## src/dca_pkg.sv

```systemverilog
// dca_pkg.sv: register map, field layout and types of the channel mode arbiter.
// Assumes a 32-bit AXI4-Lite slave with 8-bit byte addresses and four channels.
// Behaviour
// A unit between an acknowledged device and a mapped device starts only on an external request.
// External memory or mapped device units take external, auto or timer requests only.
// A peripheral request source must itself be the unit's source or destination.
// A channel requested by a peripheral port runs only in cycle-steal mode.
// A unit touching an on-chip register uses 8, 16 or 32 bits, never 128.
// External request pins start channels 0 and 1 only.
// A higher channel that requests during a lower burst takes the next unit at once.
// Under fixed priority a preempted channel 1 waits until channel 0 has no work left.
// Under round-robin a preempted channel 1 resumes after one unit of channel 0.
// Under round-robin the two active channels then alternate unit by unit.
// While a burst channel stays active the CPU never gets the bus between units.
// When the last channel stops, the bus returns to the CPU at the next boundary.
`default_nettype none
package dca_pkg;
	localparam int NCH        = 4;
	localparam int CNT_W      = 16;
	localparam int FIFO_DEPTH = 16;

	localparam logic [7:0] ADDR_CTRL    = 8'h00;
	localparam logic [7:0] ADDR_STAT    = 8'h04;
	localparam logic [7:0] ADDR_CH_BASE = 8'h10;
	localparam logic [7:0] ADDR_CH_STEP = 8'h08;
	localparam logic [7:0] ADDR_CNT_OFS = 8'h04;

	localparam int CTRL_EN_BIT   = 0;
	localparam int CTRL_RR_BIT   = 1;
	localparam int STAT_DONE_LSB = 0;
	localparam int STAT_ERR_LSB  = 8;
	localparam int STAT_BUSY_BIT = 16;
	localparam int STAT_OWN_LSB  = 17;

	localparam logic [1:0] RESP_OKAY   = 2'h0;
	localparam logic [1:0] RESP_SLVERR = 2'h2;

	typedef enum logic [2:0] {
		SRC_EXT = 3'h0, SRC_AUTO = 3'h1, SRC_CMP_TIMER = 3'h2,
		SRC_IR = 3'h3, SRC_FSP = 3'h4, SRC_ADC = 3'h5
	} dca_src_type;

	// Peripheral endpoints sit one code above their request source
	typedef enum logic [2:0] {
		EP_ACKDEV = 3'h0, EP_XMEM = 3'h1, EP_MMDEV = 3'h2, EP_ONCHIP = 3'h3,
		EP_IR = 3'h4, EP_FSP = 3'h5, EP_ADC = 3'h6
	} dca_ep_type;

	typedef enum logic [1:0] {SZ_8 = 2'h0, SZ_16 = 2'h1, SZ_32 = 2'h2, SZ_128 = 2'h3} dca_size_type;

	typedef enum logic {ARB_IDLE = 1'h0, ARB_UNIT = 1'h1} dca_arb_type;

	typedef struct packed {
		dca_size_type size;
		dca_ep_type   dst;
		dca_ep_type   src;
		dca_src_type  req;
		logic         burst;
		logic         en;
	} dca_cfg_type;

	typedef struct packed {
		logic [1:0]  ch;
		dca_cfg_type cfg;
	} dca_unit_type;

	typedef struct packed {
		logic [1:0]   ch;
		dca_size_type size;
		logic         burst;
	} dca_log_type;

	localparam logic [1:0]       CTRL_RST = 2'h0;
	localparam dca_cfg_type      CFG_RST  = dca_cfg_type'(13'h0000);
	localparam logic [CNT_W-1:0] CNT_RST  = 16'h0000;

	function automatic logic [7:0] ch_addr(input int i);
		return 8'(ADDR_CH_BASE + 8'(i) * ADDR_CH_STEP);
	endfunction
endpackage
`default_nettype wire

```

## src/dca_cfg_check.sv

```systemverilog
// dca_cfg_check.sv: legality of one channel's request source, bus mode and size.
// Assumes the configuration word comes straight from a register on the same clock.
`timescale 1ns/1ps
`default_nettype none
module dca_cfg_check #(
	parameter int CH = 0
)(
	input  wire dca_pkg::dca_cfg_type cfg,
	output logic                      legal
);
	import dca_pkg::*;

	logic ack_dev;
	logic on_chip;
	logic periph;
	logic code_bad;

	always_comb begin
		ack_dev  = cfg.src == EP_ACKDEV || cfg.dst == EP_ACKDEV;
		on_chip  = cfg.src >= EP_ONCHIP || cfg.dst >= EP_ONCHIP;
		periph   = cfg.req inside {SRC_IR, SRC_FSP, SRC_ADC};
		code_bad = cfg.src > EP_ADC || cfg.dst > EP_ADC || cfg.req > SRC_ADC;
		legal    = !code_bad;
		if (ack_dev && cfg.req != SRC_EXT)
			legal = 1'h0;
		if (!ack_dev && !on_chip && periph)
			legal = 1'h0;
		if (periph && cfg.src != dca_ep_type'(cfg.req + 3'h1)
				&& cfg.dst != dca_ep_type'(cfg.req + 3'h1))
			legal = 1'h0;
		if (periph && cfg.burst)
			legal = 1'h0;
		if (on_chip && cfg.size == SZ_128)
			legal = 1'h0;
		// Pins exist for the two lowest channels only
		if (cfg.req == SRC_EXT && CH > 1)
			legal = 1'h0;
	end
endmodule
`default_nettype wire

```

## src/dca_fifo.sv

```systemverilog
// dca_fifo.sv: first-in first-out buffer with a registered output stage.
// Assumes one clock; capacity is DEPTH words plus the output register.
`timescale 1ns/1ps
`default_nettype none
module dca_fifo #(
	parameter int WIDTH = 5,
	parameter int DEPTH = 16
)(
	input  wire logic             aclk,
	input  wire logic             aresetn,
	input  wire logic             in_valid,
	output logic                  in_ready,
	input  wire logic [WIDTH-1:0] in_data,
	output logic                  out_valid,
	input  wire logic             out_ready,
	output logic      [WIDTH-1:0] out_data
);
	localparam int AW = $clog2(DEPTH);

	typedef struct packed {
		logic [DEPTH-1:0][WIDTH-1:0] mem;
		logic [AW-1:0]               wr;
		logic [AW-1:0]               rd;
		logic [AW:0]                 cnt;
		logic                        ov;
		logic [WIDTH-1:0]            od;
	} dca_fifo_st_type;

	dca_fifo_st_type f_reg;
	dca_fifo_st_type f_next;
	logic            push;
	logic            pop;

	// Explicit wrap keeps depths that are not powers of two correct
	function automatic logic [AW-1:0] bump(input logic [AW-1:0] p);
		return (p == AW'(DEPTH - 1)) ? '0 : AW'(p + 1'h1);
	endfunction

	always_comb begin
		in_ready = f_reg.cnt != (AW+1)'(DEPTH);
		push     = in_valid && in_ready;
		pop      = f_reg.cnt != '0 && (!f_reg.ov || out_ready);
		f_next   = f_reg;
		if (f_reg.ov && out_ready)
			f_next.ov = 1'h0;
		if (pop) begin
			f_next.od = f_reg.mem[f_reg.rd];
			f_next.ov = 1'h1;
			f_next.rd = bump(f_reg.rd);
		end
		if (push) begin
			f_next.mem[f_reg.wr] = in_data;
			f_next.wr            = bump(f_reg.wr);
		end
		f_next.cnt = f_reg.cnt + (AW+1)'(push) - (AW+1)'(pop);
	end

	always_ff @(posedge aclk) begin
		if (!aresetn)
			f_reg <= '0;
		else
			f_reg <= f_next;
	end

	assign out_valid = f_reg.ov;
	assign out_data  = f_reg.od;
endmodule
`default_nettype wire

```

## src/dca_arbiter.sv

```systemverilog
// dca_arbiter.sv: four-channel mode checker and bus arbiter with AXI4-Lite registers.
// Assumes the system bus pulses unit_done once per granted unit; pins are asynchronous.
//
// The AXI4-Lite register port and the register addresses were chosen for this implementation.
`timescale 1ns/1ps
`default_nettype none
module dca_arbiter #(
	parameter int FIFO_DEPTH_P = dca_pkg::FIFO_DEPTH
)(
	input  wire logic                 aclk,
	input  wire logic                 aresetn,
	input  wire logic                 s_axi_awvalid,
	output logic                      s_axi_awready,
	input  wire logic [7:0]           s_axi_awaddr,
	input  wire logic                 s_axi_wvalid,
	output logic                      s_axi_wready,
	input  wire logic [31:0]          s_axi_wdata,
	input  wire logic [3:0]           s_axi_wstrb,
	output logic                      s_axi_bvalid,
	input  wire logic                 s_axi_bready,
	output logic      [1:0]           s_axi_bresp,
	input  wire logic                 s_axi_arvalid,
	output logic                      s_axi_arready,
	input  wire logic [7:0]           s_axi_araddr,
	output logic                      s_axi_rvalid,
	input  wire logic                 s_axi_rready,
	output logic      [31:0]          s_axi_rdata,
	output logic      [1:0]           s_axi_rresp,
	input  wire logic [1:0]           ext_req_n,
	input  wire logic                 cmp_timer_req,
	input  wire logic [2:0]           periph_req,
	output logic                      unit_valid,
	output dca_pkg::dca_unit_type     unit_info,
	input  wire logic                 unit_done,
	output logic                      cpu_grant,
	output logic      [1:0]           transfer_ack_out,
	output logic                      log_valid,
	input  wire logic                 log_ready,
	output dca_pkg::dca_log_type      log_data
);
	import dca_pkg::*;

	typedef struct packed {
		logic                        ctrl_en;
		logic                        ctrl_rr;
		dca_cfg_type [NCH-1:0]       cfg;
		logic [NCH-1:0][CNT_W-1:0]   cnt;
		logic [NCH-1:0]              done;
		logic [NCH-1:0]              err;
		logic [1:0]                  sy1;
		logic [1:0]                  sy2;
		dca_arb_type                 arb;
		logic                        fin;
		logic [1:0]                  rr_ptr;
		logic                        unit_valid;
		dca_unit_type                unit;
		logic [1:0]                  ack;
		logic                        cpu_grant;
		logic                        aw_have;
		logic [7:0]                  aw_addr;
		logic                        w_have;
		logic [31:0]                 w_data;
		logic [3:0]                  w_strb;
		logic                        bvalid;
		logic [1:0]                  bresp;
		logic                        rvalid;
		logic [31:0]                 rdata;
		logic [1:0]                  rresp;
	} dca_state_type;

	localparam int LOG_W = $bits(dca_log_type);

	dca_state_type    s_reg;
	dca_state_type    s_next;
	logic [NCH-1:0]   legal;
	logic [NCH-1:0]   trig;
	logic [NCH-1:0]   req_v;
	logic [NCH-1:0]   req_after;
	logic [NCH-1:0]   burst_v;
	logic [1:0]       owner;
	logic             fin_now;
	logic             chain;
	logic             go_idle;
	logic             go;
	logic [1:0]       go_ch;
	logic             fifo_in_ready;
	dca_log_type      log_rec;
	logic [LOG_W-1:0] fifo_out;

	for (genvar g = 0; g < NCH; g++) begin : g_chk
		dca_cfg_check #(
			.CH(g)
		) u_chk (
			.cfg   (s_reg.cfg[g]),
			.legal (legal[g])
		);
	end

	// Completed units are logged; a full log stalls the arbiter
	dca_fifo #(
		.WIDTH(LOG_W),
		.DEPTH(FIFO_DEPTH_P)
	) u_log (
		.aclk      (aclk),
		.aresetn   (aresetn),
		.in_valid  (fin_now),
		.in_ready  (fifo_in_ready),
		.in_data   (log_rec),
		.out_valid (log_valid),
		.out_ready (log_ready),
		.out_data  (fifo_out)
	);

	// First set bit at or after the start index, wrapping
	function automatic logic [1:0] pick(input logic [NCH-1:0] m, input logic [1:0] from);
		logic [1:0] c;
		logic [1:0] r;
		r = from;
		for (int k = NCH - 1; k >= 0; k--) begin
			c = 2'(from + 2'(k));
			if (m[c])
				r = c;
		end
		return r;
	endfunction

	function automatic logic [31:0] merge(input logic [31:0] old, input logic [31:0] d,
			input logic [3:0] be);
		logic [31:0] r;
		r = old;
		for (int b = 0; b < 4; b++) begin
			if (be[b])
				r[8*b +: 8] = d[8*b +: 8];
		end
		return r;
	endfunction

	// Bit 32 marks a mapped address
	function automatic logic [32:0] rd_word(input dca_state_type st, input logic [7:0] a);
		logic [32:0] r;
		r = '0;
		if (a == ADDR_CTRL) begin
			r[32]          = 1'h1;
			r[CTRL_EN_BIT] = st.ctrl_en;
			r[CTRL_RR_BIT] = st.ctrl_rr;
		end
		if (a == ADDR_STAT) begin
			r[32]                  = 1'h1;
			r[STAT_DONE_LSB +: NCH] = st.done;
			r[STAT_ERR_LSB +: NCH]  = st.err;
			r[STAT_BUSY_BIT]        = st.arb == ARB_UNIT;
			r[STAT_OWN_LSB +: 2]    = st.unit.ch;
		end
		for (int i = 0; i < NCH; i++) begin
			if (a == ch_addr(i))
				r = {1'h1, 32'(st.cfg[i])};
			if (a == 8'(ch_addr(i) + ADDR_CNT_OFS))
				r = {1'h1, 32'(st.cnt[i])};
		end
		return r;
	endfunction

	always_comb begin
		trig    = '0;
		req_v   = '0;
		burst_v = '0;
		for (int i = 0; i < NCH; i++) begin
			unique case (s_reg.cfg[i].req)
				SRC_EXT:       trig[i] = (i < 2) && !s_reg.sy2[i % 2];
				SRC_AUTO:      trig[i] = 1'h1;
				SRC_CMP_TIMER: trig[i] = cmp_timer_req;
				SRC_IR:        trig[i] = periph_req[0];
				SRC_FSP:       trig[i] = periph_req[1];
				SRC_ADC:       trig[i] = periph_req[2];
				default:       trig[i] = 1'h0;
			endcase
			req_v[i] = s_reg.ctrl_en && s_reg.cfg[i].en && legal[i] && !s_reg.err[i]
				&& s_reg.cnt[i] != '0 && trig[i];
			burst_v[i] = s_reg.cfg[i].burst;
		end
		owner     = s_reg.unit.ch;
		req_after = req_v;
		if (s_reg.cnt[owner] == CNT_W'(1))
			req_after[owner] = 1'h0;
		fin_now = s_reg.arb == ARB_UNIT && (unit_done || s_reg.fin) && fifo_in_ready;
		// Burst keeps the bus across unit boundaries
		chain   = fin_now && (req_after & burst_v) != '0;
		go_idle = s_reg.arb == ARB_IDLE && req_v != '0;
		go      = go_idle || chain;
		if (go_idle)
			go_ch = pick(req_v, s_reg.ctrl_rr ? s_reg.rr_ptr : 2'h0);
		else
			go_ch = pick(req_after, s_reg.ctrl_rr ? 2'(owner + 2'h1) : 2'h0);
		log_rec = '{ch: owner, size: s_reg.unit.cfg.size, burst: s_reg.unit.cfg.burst};
	end

	always_comb begin
		logic [32:0] old;
		logic [32:0] rdw;
		logic [31:0] wv;
		old    = '0;
		rdw    = '0;
		wv     = '0;
		s_next = s_reg;
		// Raw pins into sy1, sy1 into sy2; cleared flops read as a request while all channels are off
		s_next.sy1 = ext_req_n;
		s_next.sy2 = s_reg.sy1;

		if (s_axi_awvalid && s_axi_awready) begin
			s_next.aw_have = 1'h1;
			s_next.aw_addr = s_axi_awaddr;
		end
		if (s_axi_wvalid && s_axi_wready) begin
			s_next.w_have = 1'h1;
			s_next.w_data = s_axi_wdata;
			s_next.w_strb = s_axi_wstrb;
		end
		if (s_reg.bvalid && s_axi_bready)
			s_next.bvalid = 1'h0;
		if (s_reg.aw_have && s_reg.w_have && !s_reg.bvalid) begin
			old            = rd_word(s_reg, s_reg.aw_addr);
			wv             = merge(old[31:0], s_reg.w_data, s_reg.w_strb);
			s_next.aw_have = 1'h0;
			s_next.w_have  = 1'h0;
			s_next.bvalid  = 1'h1;
			s_next.bresp   = old[32] ? RESP_OKAY : RESP_SLVERR;
			if (s_reg.aw_addr == ADDR_CTRL) begin
				s_next.ctrl_en = wv[CTRL_EN_BIT];
				s_next.ctrl_rr = wv[CTRL_RR_BIT];
			end
			if (s_reg.aw_addr == ADDR_STAT) begin
				wv          = merge(32'h0000_0000, s_reg.w_data, s_reg.w_strb);
				s_next.done = s_reg.done & ~wv[STAT_DONE_LSB +: NCH];
				s_next.err  = s_reg.err & ~wv[STAT_ERR_LSB +: NCH];
			end
			for (int i = 0; i < NCH; i++) begin
				if (s_reg.aw_addr == ch_addr(i))
					s_next.cfg[i] = dca_cfg_type'(wv[$bits(dca_cfg_type)-1:0]);
				if (s_reg.aw_addr == 8'(ch_addr(i) + ADDR_CNT_OFS))
					s_next.cnt[i] = wv[CNT_W-1:0];
			end
		end

		if (s_reg.rvalid && s_axi_rready)
			s_next.rvalid = 1'h0;
		if (s_axi_arvalid && s_axi_arready) begin
			rdw           = rd_word(s_reg, s_axi_araddr);
			s_next.rvalid = 1'h1;
			s_next.rdata  = rdw[31:0];
			s_next.rresp  = rdw[32] ? RESP_OKAY : RESP_SLVERR;
		end

		// Hardware sets after software clears, so a same-cycle event survives
		for (int i = 0; i < NCH; i++) begin
			if (s_reg.cfg[i].en && !legal[i])
				s_next.err[i] = 1'h1;
		end

		if (s_reg.arb == ARB_UNIT && unit_done) begin
			s_next.unit_valid = 1'h0;
			s_next.ack        = 2'h0;
			s_next.fin        = 1'h1;
		end
		if (fin_now) begin
			s_next.fin        = 1'h0;
			s_next.cnt[owner] = s_reg.cnt[owner] - CNT_W'(1);
			if (s_reg.cnt[owner] == CNT_W'(1))
				s_next.done[owner] = 1'h1;
			s_next.rr_ptr = 2'(owner + 2'h1);
			s_next.arb    = ARB_IDLE;
		end
		if (go) begin
			s_next.arb        = ARB_UNIT;
			s_next.unit_valid = 1'h1;
			s_next.fin        = 1'h0;
			s_next.unit       = '{ch: go_ch, cfg: s_reg.cfg[go_ch]};
			for (int k = 0; k < 2; k++)
				s_next.ack[k] = go_ch == 2'(k) && s_reg.cfg[go_ch].req == SRC_EXT;
		end
		s_next.cpu_grant = s_next.arb == ARB_IDLE;
	end

	always_ff @(posedge aclk) begin
		if (!aresetn)
			s_reg <= '0;
		else
			s_reg <= s_next;
	end

	assign s_axi_awready    = !s_reg.aw_have && !s_reg.bvalid;
	assign s_axi_wready     = !s_reg.w_have && !s_reg.bvalid;
	assign s_axi_bvalid     = s_reg.bvalid;
	assign s_axi_bresp      = s_reg.bresp;
	assign s_axi_arready    = !s_reg.rvalid;
	assign s_axi_rvalid     = s_reg.rvalid;
	assign s_axi_rdata      = s_reg.rdata;
	assign s_axi_rresp      = s_reg.rresp;
	assign unit_valid       = s_reg.unit_valid;
	assign unit_info        = s_reg.unit;
	assign cpu_grant        = s_reg.cpu_grant;
	assign transfer_ack_out = s_reg.ack;
	assign log_data         = dca_log_type'(fifo_out);
endmodule
`default_nettype wire

```

## config.mk

```make
export PLATFORM = sky130hd
export DESIGN_NAME = dca_arbiter
export DESIGN_NICKNAME = d
export VERILOG_FILES = /design/src/dca_pkg.sv /design/src/dca_cfg_check.sv /design/src/dca_fifo.sv /design/src/dca_arbiter.sv
export SDC_FILE = /design/constraint.sdc
export NUM_CORES = 1
export LEC_CHECK = 0
export BUFFER_PORTS_ARGS = -buffer_cell sky130_fd_sc_hd__buf_2
export CAP_MARGIN = 40
export CORE_MARGIN = 2
export CORE_UTILIZATION = 50
export DETAILED_ROUTE_END_ITERATION = 12
export PLACE_DENSITY = 0.68
export SKIP_CTS_REPAIR_TIMING = 1
export SYNTH_ARGS = -nofsm -noshare
export SYNTH_HDL_FRONTEND = slang
export SYNTH_SLANG_ARGS = --single-unit
```

## constraint.sdc

```tcl
create_clock -name aclk -period 5.6 [get_ports aclk]
set_input_delay 0.84 -clock aclk [delete_from_list [all_inputs] [get_ports aclk]]
set_output_delay 0.84 -clock aclk [all_outputs]
set_load 0.1 [all_outputs]
```

# Yosys cells after proc, flatten, opt, wreduce, memory -nomap -nowiden
# Index checks and enable logic that the tools add are counted.
[word_totals] reg_bits=336 input_bits=67 output_inout_bits=66 word_cells=505
[classes] addsub=16 magnitude_cmp=34 n_eq_ne=55 muxes=135 bitwise_logic=11 n_reduce_logical=173
[op_table] operator="33-bit two-way mux" count=18
[op_table] operator="16-bit two-way mux" count=7
[op_table] operator="80-bit bitwise mux" count=1
[op_table] operator="1-bit logical AND" count=73
[op_table] operator="72-bit two-way mux" count=1
[op_table] operator="8-bit two-way mux" count=9
[op_table] operator="68-bit two-way mux" count=1
[op_table] operator="64-bit bitwise mux" count=1
[op_table] operator="8-bit by 5-bit == test with 1-bit output (second input constant)" count=8
[op_table] operator="8-bit by 6-bit == test with 1-bit output (second input constant)" count=8
[op_table] operator="16-bit nonzero test" count=4
[op_table] operator="1-bit two-way mux" count=44
[op_table] operator="3-bit logical NOT" count=13
[op_table] operator="3-bit > comparator (second input constant)" count=12
[op_table] operator="4-bit two-way mux" count=9
[op_table] operator="35-bit two-way mux" count=1
[op_table] operator="2-bit two-way mux" count=17
[op_table] operator="16-bit binary-select mux with 2-bit select" count=1
[op_table] operator="16-bit demux with 2-bit select" count=1
[op_table] operator="2-bit by 3-bit < comparator with 1-bit output (second input constant)" count=10
[op_table] operator="1-bit logical NOT" count=27
[op_table] operator="13-bit binary-select mux with 2-bit select" count=1
[op_table] operator="3-bit by 2-bit == test with 1-bit output (second input constant)" count=8
[op_table] operator="3-bit == test (second input constant)" count=8
[op_table] operator="other kinds (44)" count=141

# Logic depth before layout (Yosys ltp)
# Gate-level depths: netlist (run 1).
[logic_depth] word_depth=28 mapped_depth=17 ltp_nobuf=15

# Hierarchy
# Synthesis (run 1) repeated with hierarchy kept, for this count alone.
[unflattened] cells_unflattened=2188 area_unflattened_um2=17933.4
[by_module_without_submodules] mod="dca_arbiter" instances=1 cells_each=1634 area_each_um2=12354.3
[by_module_without_submodules] mod="dca_fifo" instances=1 cells_each=432 area_each_um2=4643.2
[by_module_without_submodules] mod="dca_cfg_check at g_chk[2].u_chk ..." instances=2 cells_each=29 area_each_um2=244.0
[by_module_without_submodules] mod="dca_cfg_check at g_chk[0].u_chk ..." instances=2 cells_each=32 area_each_um2=224.0

# Worst setup path before layout (run 1)
# Ideal clock, no wire load.
[synth_timing] path_kind="register to register" startpoint="register s_reg (netlist bit owner[0])" endpoint="register s_reg (netlist bit unit_info[10])" setup_time_ns=0.125 t_arrival_ns=3.881 required_ns=5.475 setup_slack_ns=1.594 path_stages_with_launch=17 synth_period_minus_slack_ns=4.006 cell_sequence="dfxtp_1 -> buf_6 -> buf_6 -> clkbuf_1 -> mux4_2 -> inv_1 -> ha_1 -> nor4b_4 -> nand3_2 -> and2_4 -> o41a_1 -> o2111a_1 -> o21a_4 -> nor2_8 -> buf_12 -> mux2i_1 -> o211ai_2"
[synth_via] elab_chain_cells=16 elab_cells_between_ends=35 cone_classes="add/sub: 4; order compare: 2; eq/ne: 1; mux: 21; bitwise: 3; reduce/logical: 4"
[synth_lines] element="from (decl)" line_no="dca_arbiter.sv:73" source="dca_state_type s_reg;"
[synth_lines] element="from (signal assigned)" line_no="dca_arbiter.sv:287" source="s_reg <= s_next;"
[synth_lines] element="2-bit by 3-bit < comparator with 1-bit output (not written as such) / 2-bit by 1-bit greater-or-equal comparator with 1-bit output (equally long branches)" line_no="dca_arbiter.sv:184" source="req_after[owner] = 1'h0;"
[synth_lines] element="1-bit logical AND (not written as such)" line_no="dca_arbiter.sv:184"
[synth_lines] element="1-bit two-way mux (not written as such)" line_no="dca_arbiter.sv:184"
[synth_lines] element="1-bit demux with 2-bit select" line_no="dca_arbiter.sv:184"
[synth_lines] element="4-bit NOT (no line)"
[synth_lines] element="4-bit bitwise AND (no line)"
[synth_lines] element="4-bit two-way mux" line_no="dca_arbiter.sv:183" source="if (s_reg.cnt[owner] == CNT_W'(1))"
[synth_lines] element="1-bit binary-select mux with 2-bit select" line_no="dca_arbiter.sv:121" source="if (m[c])"
[synth_lines] element="1-bit two-way mux (not written as such)" line_no="dca_arbiter.sv:121"
[synth_lines] element="2-bit two-way mux (4 in series)" line_no="dca_arbiter.sv:121"
[synth_lines] element="2-bit two-way mux" line_no="dca_arbiter.sv:190" source="if (go_idle)"
[synth_lines] element="13-bit binary-select mux with 2-bit select" line_no="dca_arbiter.sv:276" source="s_next.unit = '{ch: go_ch, cfg: s_reg.cfg[go_ch]};"
[synth_lines] element="13-bit two-way mux"
# Several ways; a longest one is shown, not always the timed one. The select of a mux whose other input is x is not followed.
# A chain may end at the register's enable or synchronous reset.

# Worst setup path in the final report (run 1)
[layout_timing] startpoint="register s_reg (netlist bit owner[0])" endpoint="register s_reg (netlist bit owner[0])"
[layout_via] elab_chain_cells=14 elab_cells_between_ends=33 cone_classes="add/sub: 4; order compare: 2; eq/ne: 1; mux: 19; bitwise: 3; reduce/logical: 4"
[layout_lines] element="2-bit by 3-bit < comparator with 1-bit output (not written as such) / 2-bit by 1-bit greater-or-equal comparator with 1-bit output (equally long branches)" line_no="dca_arbiter.sv:184"
[layout_lines] element="1-bit logical AND (not written as such)" line_no="dca_arbiter.sv:184"
[layout_lines] element="1-bit two-way mux (not written as such)" line_no="dca_arbiter.sv:184"
[layout_lines] element="1-bit demux with 2-bit select" line_no="dca_arbiter.sv:184"
[layout_lines] element="4-bit NOT (no line)"
[layout_lines] element="4-bit bitwise AND (no line)"
[layout_lines] element="4-bit two-way mux" line_no="dca_arbiter.sv:183"
[layout_lines] element="1-bit binary-select mux with 2-bit select" line_no="dca_arbiter.sv:121"
[layout_lines] element="1-bit two-way mux (not written as such)" line_no="dca_arbiter.sv:121"
[layout_lines] element="2-bit two-way mux (4 in series)" line_no="dca_arbiter.sv:121"
[layout_lines] element="2-bit two-way mux" line_no="dca_arbiter.sv:190"
# Several ways; a longest one is shown, not always the timed one. The select of a mux whose other input is x is not followed.

==> results of run 1 <==
-- per-stage QoR --
step                area [um^2]  setup WS (ns)  power, mW
floorplan                 17560          1.594      2.880
finish                    19100         0.8058      5.377
CTS                       19100          1.001      5.410
detailed placement        17910          1.017      3.044
global placement          17740          1.117      3.020
global route              19100         0.6432      5.562
-- metal layers --
layer	up-vias	wire (um)	track usage [%]
li1	7610	-	-
met1	8116	25460	45.45
met2	1028	26590	50.35
met3	195	7016	8.537
met4	0	2910	14.79
met5	-	0	0
-- cell usage after synthesis, types with 5 or more instances --
| library cell | instances |
|---|---|
| nor2_1 | 327 |
| dfxtp_1 | 303 |
| nand2_1 | 225 |
| a21oi_1 | 190 |
| clkbuf_1 | 137 |
| o21ai_0 | 113 |
| a211oi_1 | 98 |
| mux2i_1 | 92 |
| buf_4 | 58 |
| nand3_1 | 43 |
| inv_1 | 41 |
| ha_1 | 39 |
| mux4_2 | 31 |
| nor3_1 | 28 |
| xnor2_1 | 25 |
| a222oi_1 | 24 |
| nor4_1 | 24 |
| xor2_1 | 24 |
| and2_1 | 21 |
| a22oi_1 | 19 |
| o211ai_1 | 19 |
| a221oi_1 | 17 |
| mux2_2 | 16 |
| nand2b_1 | 16 |
| a21o_1 | 15 |
| a31oi_1 | 15 |
| buf_1 | 15 |
| a22o_1 | 14 |
| and3_1 | 13 |
| buf_2 | 12 |
| nand4_1 | 12 |
| mux4_1 | 10 |
| a2111oi_0 | 7 |
| a221o_1 | 6 |
| o2111ai_1 | 6 |
| o21ai_1 | 6 |
| a311oi_1 | 5 |
-- power breakdown --
group | total (mW) | internal (mW) | leakage (nW) | switching, mW
sequential | 2.27 | 2.21 | 2.45 | 0.0567
combinational | 0.735 | 0.226 | 3.84 | 0.509
clock | 2.37 | 1.40 | 0.574 | 0.979
-- worst max-delay path: stages, from the launching register on --
cell	delay (ns)
dfxtp_2	0.64
buf_4	0.47
mux4_2	0.59
inv_1	0.10
ha_1	0.15
nor4b_4	0.47
nand3_1	0.38
o21ai_0	0.37
o211a_1	0.22
o211ai_1	0.15
o31ai_4	0.22
nor2_8	0.15
a211oi_1	0.67
-- cell type report --
| cell class | instances | area [um^2] | share of cell area, % |
|---|---|---|---|
| Clock inverter | 20 | 212.7 | 1.113 |
| Inverter | 44 | 172.7 | 0.9039 |
| Timing Repair Buffer | 141 | 874.6 | 4.578 |
| Clock buffer | 44 | 980.9 | 5.135 |
| Tap cell | 455 | 569.3 | 2.980 |
| Multi-Input combinational cell | 1590 | 10230 | 53.53 |
| Sequential cell | 303 | 6067 | 31.76 |
-- worst max path at each step --
| stage | start | end |
|---|---|---|
| 2_1_floorplan | owner[0] | unit_info[10] |
| 3_3_place_gp | owner[0] | unit_info[8] |
| 3_5_place_dp | owner[0] | unit_info[10] |
| 4_1_cts | owner[0] | unit_info[10] |
| 5_1_grt | owner[0] | unit_info[3] |
| 6_report | owner[0] | owner[0] |
-- cell families (layout without fill, tap and decap cells) --
family | count (synthesis) | in the layout | synth area share [%]
flip-flops | 303 | 303 | 34.64
buffers and inverters | 271 | 249 | 7.331
other | 1 | 15 | 0.02142
AND/OR/NAND/NOR | 741 | 741 | 18.56
XOR/XNOR | 49 | 49 | 2.451
multiplexers | 149 | 149 | 11.78
AO/OA/AOI/OAI | 596 | 596 | 22.32
adder cells (fa/ha/maj) | 40 | 40 | 2.901
==> flow_metrics.env, run 1 <==
export IMPL_cts_tree="built"
export IMPL_grt_pass1_wl_um=93290
export IMPL_clockBufferDepth=3
export IMPL_post_drt_wl_per_cell_um=23.87
export IMPL_start_util_pct=50.69
export IMPL_cts_max_level=2
export IMPL_drt_iter0_drc=2305
export IMPL_design_die_area_um2=36530
export IMPL_coreArea_um2=34540
export IMPL_powerDensity_nw_per_um2=281.5
export IMPL_post_route_util_pct=55.30
export IMPL_drc=0
export IMPL_clkSinkCount=303
export IMPL_skew_ns=0.02955
export IMPL_syn_to_final_growth_pct=9.096
export IMPL_yosysWarnings=0
export IMPL_async_reset_ff_share_pct=0
export IMPL_overflow=0
export IMPL_reg2reg_depth=12
export IMPL_final_common_cell="nor2_1"
export IMPL_leakagePower_nw=6.863
export IMPL_stdcell_count=2597
export IMPL_yosysSeqAreaShare_pct=34.64
export IMPL_dr_pass1_iters=8
export IMPL_place_inst=2533
export IMPL_via_per_inst=6.526
export IMPL_tightest_slew_ns=1.117
export IMPL_ir_worst_vdd_mv=0.2759
export IMPL_fp_dieW_um=191.1
export IMPL_clkTransAtPathRegs_ns=0.06
export IMPL_hold_path_class="flip-flop to flip-flop"
export IMPL_layout_common_cells="nor2_1, dfxtp_1, nand2_1"
export IMPL_drive_gt1_share_pct=12.84
export IMPL_largest_reg_flops=156
export IMPL_io_pins=133
export IMPL_r2r_end="owner[0]"
export IMPL_grt_usage_pct=33.54
export IMPL_via_count=16950
export IMPL_reg2reg_slack_ns=0.81
export IMPL_die_y_um=191.1
export IMPL_cts_root_buf="clkbuf_16"
export IMPL_max_freq_mhz=208.6
export IMPL_slew_violations=0
export IMPL_ys_types=82
export IMPL_ys_seq_elements=303
export IMPL_cap_violations=0
export IMPL_grt_pass1_vias=15450
export IMPL_synthCells=2150
export IMPL_whs_ns=0.4472
export IMPL_gp_congestion=1.063
export IMPL_setup_violations=0
export IMPL_nFillCells=3214
export IMPL_drt_total_wl_um=61980
export IMPL_synthesis_area_um2=17510
export IMPL_cp_end_kind="flip-flop"
export IMPL_arrival_ns=5.17
export IMPL_insertion_delay_ns=0.56
export IMPL_setup_worst_path_start_class="flip-flop"
export IMPL_n_antenna_cell=0
export IMPL_crit_type="flip-flop to flip-flop"
export IMPL_ant_nets=0
export IMPL_ys_flop_type="dfxtp_1"
export IMPL_crit_reg2reg_launch="owner[0]"
export IMPL_grt_max_degree=160
export IMPL_fin_crit_ns=4.794
export IMPL_cts_buffers_inserted=36
export IMPL_synth_edf_count=0
export IMPL_synth_area_top_cells="dfxtp_1, nor2_1, a21oi_1, mux2i_1, nand2_1"
export IMPL_status="finished clean"
export IMPL_yosysTopAreaCellShare_pct=34.64
export IMPL_rows=68
export IMPL_grt_antenna_before_repair=0
export IMPL_port_buffers=99
export IMPL_hold_end="s_reg[107]"
export IMPL_fin_nets=2223
export IMPL_finalSetupTns_ns=0
export IMPL_relSlewSlack_pct=25.54
export IMPL_dp_hpwl_um=44070
export IMPL_rsz0062_at_grt="no"
export IMPL_yosys_area_top_type="dfxtp_1"
export IMPL_crit_fanout=31
export IMPL_post_route_period_util_pct=85.61
export IMPL_min_from="s_next[107]"
export IMPL_crit_required_ns=5.97
export IMPL_hold_viol=0
export IMPL_avgSynthCellArea_um2=8.144
export IMPL_hold_depth=1
Power figures use the tool's default switching activity.
==> run 2: changes to the inputs <==
--- a/config.mk
+++ b/config.mk
@@ -7,10 +7,12 @@
 export LEC_CHECK = 0
 export BUFFER_PORTS_ARGS = -buffer_cell sky130_fd_sc_hd__buf_2
 export CAP_MARGIN = 40
+export CELL_PAD_IN_SITES_DETAIL_PLACEMENT = 0
+export CELL_PAD_IN_SITES_GLOBAL_PLACEMENT = 2
 export CORE_MARGIN = 2
-export CORE_UTILIZATION = 50
+export CORE_UTILIZATION = 37
 export DETAILED_ROUTE_END_ITERATION = 12
-export PLACE_DENSITY = 0.68
+export PLACE_DENSITY_LB_ADDON = 0.1
 export SKIP_CTS_REPAIR_TIMING = 1
 export SYNTH_ARGS = -nofsm -noshare
 export SYNTH_HDL_FRONTEND = slang
==> constraint.sdc (replaced) <==
create_clock -name aclk -period 5.4 [get_ports aclk]
set_input_delay 0.81 -clock aclk [delete_from_list [all_inputs] [get_ports aclk]]
set_output_delay 0.81 -clock aclk [all_outputs]
set_load 0.1 [all_outputs]
==> run 2 against run 1 <==
The run now ends with design-rule violations left. Combinational power increased by 6.8%. Register-to-register slack improved by 0.03 ns. Worst hold slack got worse by 0.032 ns. Clock skew decreased by 0.0057 ns. First-iteration DRC count decreased by 26%. Worst setup slack improved by 0.027 ns. Non-clock buffer count increased by 21. Critical path type unchanged. Critical endpoint is now unit_info[11].
==> flow_metrics.env, run 2 (synthesized netlist as in run 1, its figures left out) <==
export IMPL_gr_usage_met3_pct=4.492
export IMPL_fp_dieW_um=221.5
export IMPL_ant_nets=0
export IMPL_io_pins=133
export IMPL_skew_ns=0.02389
export IMPL_via_per_inst=6.008
export IMPL_place_inst=2705
export IMPL_crit_type="flip-flop to flip-flop"
export IMPL_final_common_cell="nor2_1"
export IMPL_dr_pass1_iters=12
export IMPL_hold_path_class="input port to flip-flop"
export IMPL_post_drt_wl_per_cell_um=25.62
export IMPL_fin_crit_ns=4.567
export IMPL_via_count=16670
export IMPL_grt_antenna_before_repair=1
export IMPL_relSlewSlack_pct=26.33
export IMPL_hold_viol=0
export IMPL_pre_cts_slack_ns=0.9037
export IMPL_drive_gt1_share_pct=13.61
export IMPL_crit_required_ns=5.83
export IMPL_cts_root_buf="clkbuf_16"
export IMPL_cap_violations=0
export IMPL_violations="design-rule violations"
export IMPL_grt_usage_pct=28.37
export IMPL_layout_common_cells="nor2_1, dfxtp_1, nand2_1"
export IMPL_max_freq_mhz=219.0
export IMPL_grt_max_degree=143
export IMPL_coreArea_um2=46650
export IMPL_pwr_share_comb_pct=13.5
export IMPL_finalSetupTns_ns=0
export IMPL_switchingPower_mw=1.657
export IMPL_p_int_mw=4.143
export IMPL_start_util_pct=37.53
export IMPL_design_die_area_um2=49080
export IMPL_seqPwrFrac_pct=40.5
export IMPL_nFillCells=4784
export IMPL_ir_worst_vdd_mv=0.1989
export IMPL_dp_hpwl_um=50490
export IMPL_met1_usage_pct=40.85
export IMPL_drt_total_wl_um=71070
export IMPL_stdcell_count=2774
export IMPL_timing_final_ws_setup_ns=0.8330
export IMPL_whs_ns=0.4147
export IMPL_arrival_ns=4.99
export IMPL_overflow=0
export IMPL_cts_buffers_inserted=38
export IMPL_setup_worst_path_start_class="flip-flop"
export IMPL_drc=3
export IMPL_switching_share_pct=28.57
export IMPL_cts_tree="built"
export IMPL_leakagePower_nw=7.026
export IMPL_powerDensity_nw_per_um2=297.1
export IMPL_port_buffers=99
export IMPL_grt_pass1_wl_um=105200
export IMPL_crit_reg2reg_launch="owner[0]"
export IMPL_largest_reg_flops=156
export IMPL_crit_fanout=15
export IMPL_clkSinkCount=303
export IMPL_clkTransAtPathRegs_ns=0.06
export IMPL_status="finished, violations left"
export IMPL_drt_iter0_drc=1698
export IMPL_syn_to_final_growth_pct=11.50
export IMPL_cp_end_kind="flip-flop"
export IMPL_stdcell_area_um2=19520
export IMPL_clockBufferDepth=3
export IMPL_gp_congestion=0.9635
export IMPL_n_antenna_cell=0
export IMPL_reg2reg_slack_ns=0.83
export IMPL_reg2reg_depth=10
export IMPL_fin_nets=2246
export IMPL_tightest_slew_ns=1.105
export IMPL_r2r_end="unit_info[11]"
export IMPL_place_area_um2=18220
export IMPL_rsz0062_at_grt="no"
export IMPL_insertion_delay_ns=0.57
export IMPL_power_frac_clock_pct=46.0
export IMPL_power_total_mw=5.801
export IMPL_crit_start="owner[0]"
export IMPL_die_y_um=221.5
export IMPL_setup_violations=0
export IMPL_grt_pass1_vias=15560
export IMPL_cp_endpoint="unit_info[11]"
export IMPL_post_route_util_pct=41.85
export IMPL_cts_max_level=2
export IMPL_slew_violations=0
export IMPL_rows=79
export IMPL_groute_layer_met2_usage_pct=42.73
export IMPL_busiest_layer="met2"
export IMPL_post_route_period_util_pct=84.57
==> run 2: changes by cell type in the layout (fill, tap and decap cells not counted), sizes merged <==
cell | before | now
clkinv | 10 | 9
inv | 45 | 44
clkbuf | 44 | 56
clkinvlp | 6 | 0
buf | 141 | 162
==> run 2: area by class of cell <==
cell class	count	area [um^2]	share of cell area (%)
clock buffer	56	1140	5.838
clock inverter	12	153.9	0.7883
inverter	44	172.7	0.8844
multi-input combinational	1590	10230	52.38
sequential	303	6067	31.08
tap	607	759.5	3.890
timing repair buffer	162	1003	5.140
==> run 2: power groups by stage <==
| stage | Sequential (mW) | Clock (mW) | Combinational (mW) |
|---|---|---|---|
| 6_report | 2.35 | 2.67 | 0.785 |
| 3_3_place_gp | 2.40 | 0 | 0.775 |
| 2_1_floorplan | 2.40 | 0 | 0.588 |
| 4_1_cts | 2.35 | 2.73 | 0.790 |
| 3_5_place_dp | 2.40 | 0 | 0.788 |
| 5_1_grt | 2.35 | 2.81 | 0.856 |
==> run 2: worst max-delay path, stage by stage, from the launching register on <==
cell and delay, ns:
dfxtp_2 0.66, mux4_1 0.76, or4_4 0.61, nor2_8 0.23, nand3_1 0.32, o21ai_0 0.36, o2111ai_1 0.17, a21o_1 0.33
and2_1 0.22, nand2_1 0.51, o211ai_1 0.19
==> run 2: how the worst min path moves through the flow <==
| stage | startpoint | endpoint | cells past startpoint |
|---|---|---|---|
| CTS | s_axi_rready | s_axi_rvalid | 2 |
| floorplan | s_next[107] | s_reg[107] | 1 |
| detailed placement | s_next[108] | s_reg[108] | 1 |
| global placement | s_next[108] | s_reg[108] | 1 |
| global route | s_axi_rready | s_axi_rvalid | 2 |
| finish | s_axi_rready | s_axi_rvalid | 2 |
==> run 2: routing by layer <==
metal | share of wire [%] | routed length [um]
met1 | 46 | 32860
met3 | 7.3 | 5156
met2 | 43 | 30390
met5 | 0.011 | 8
met4 | 3.7 | 2661
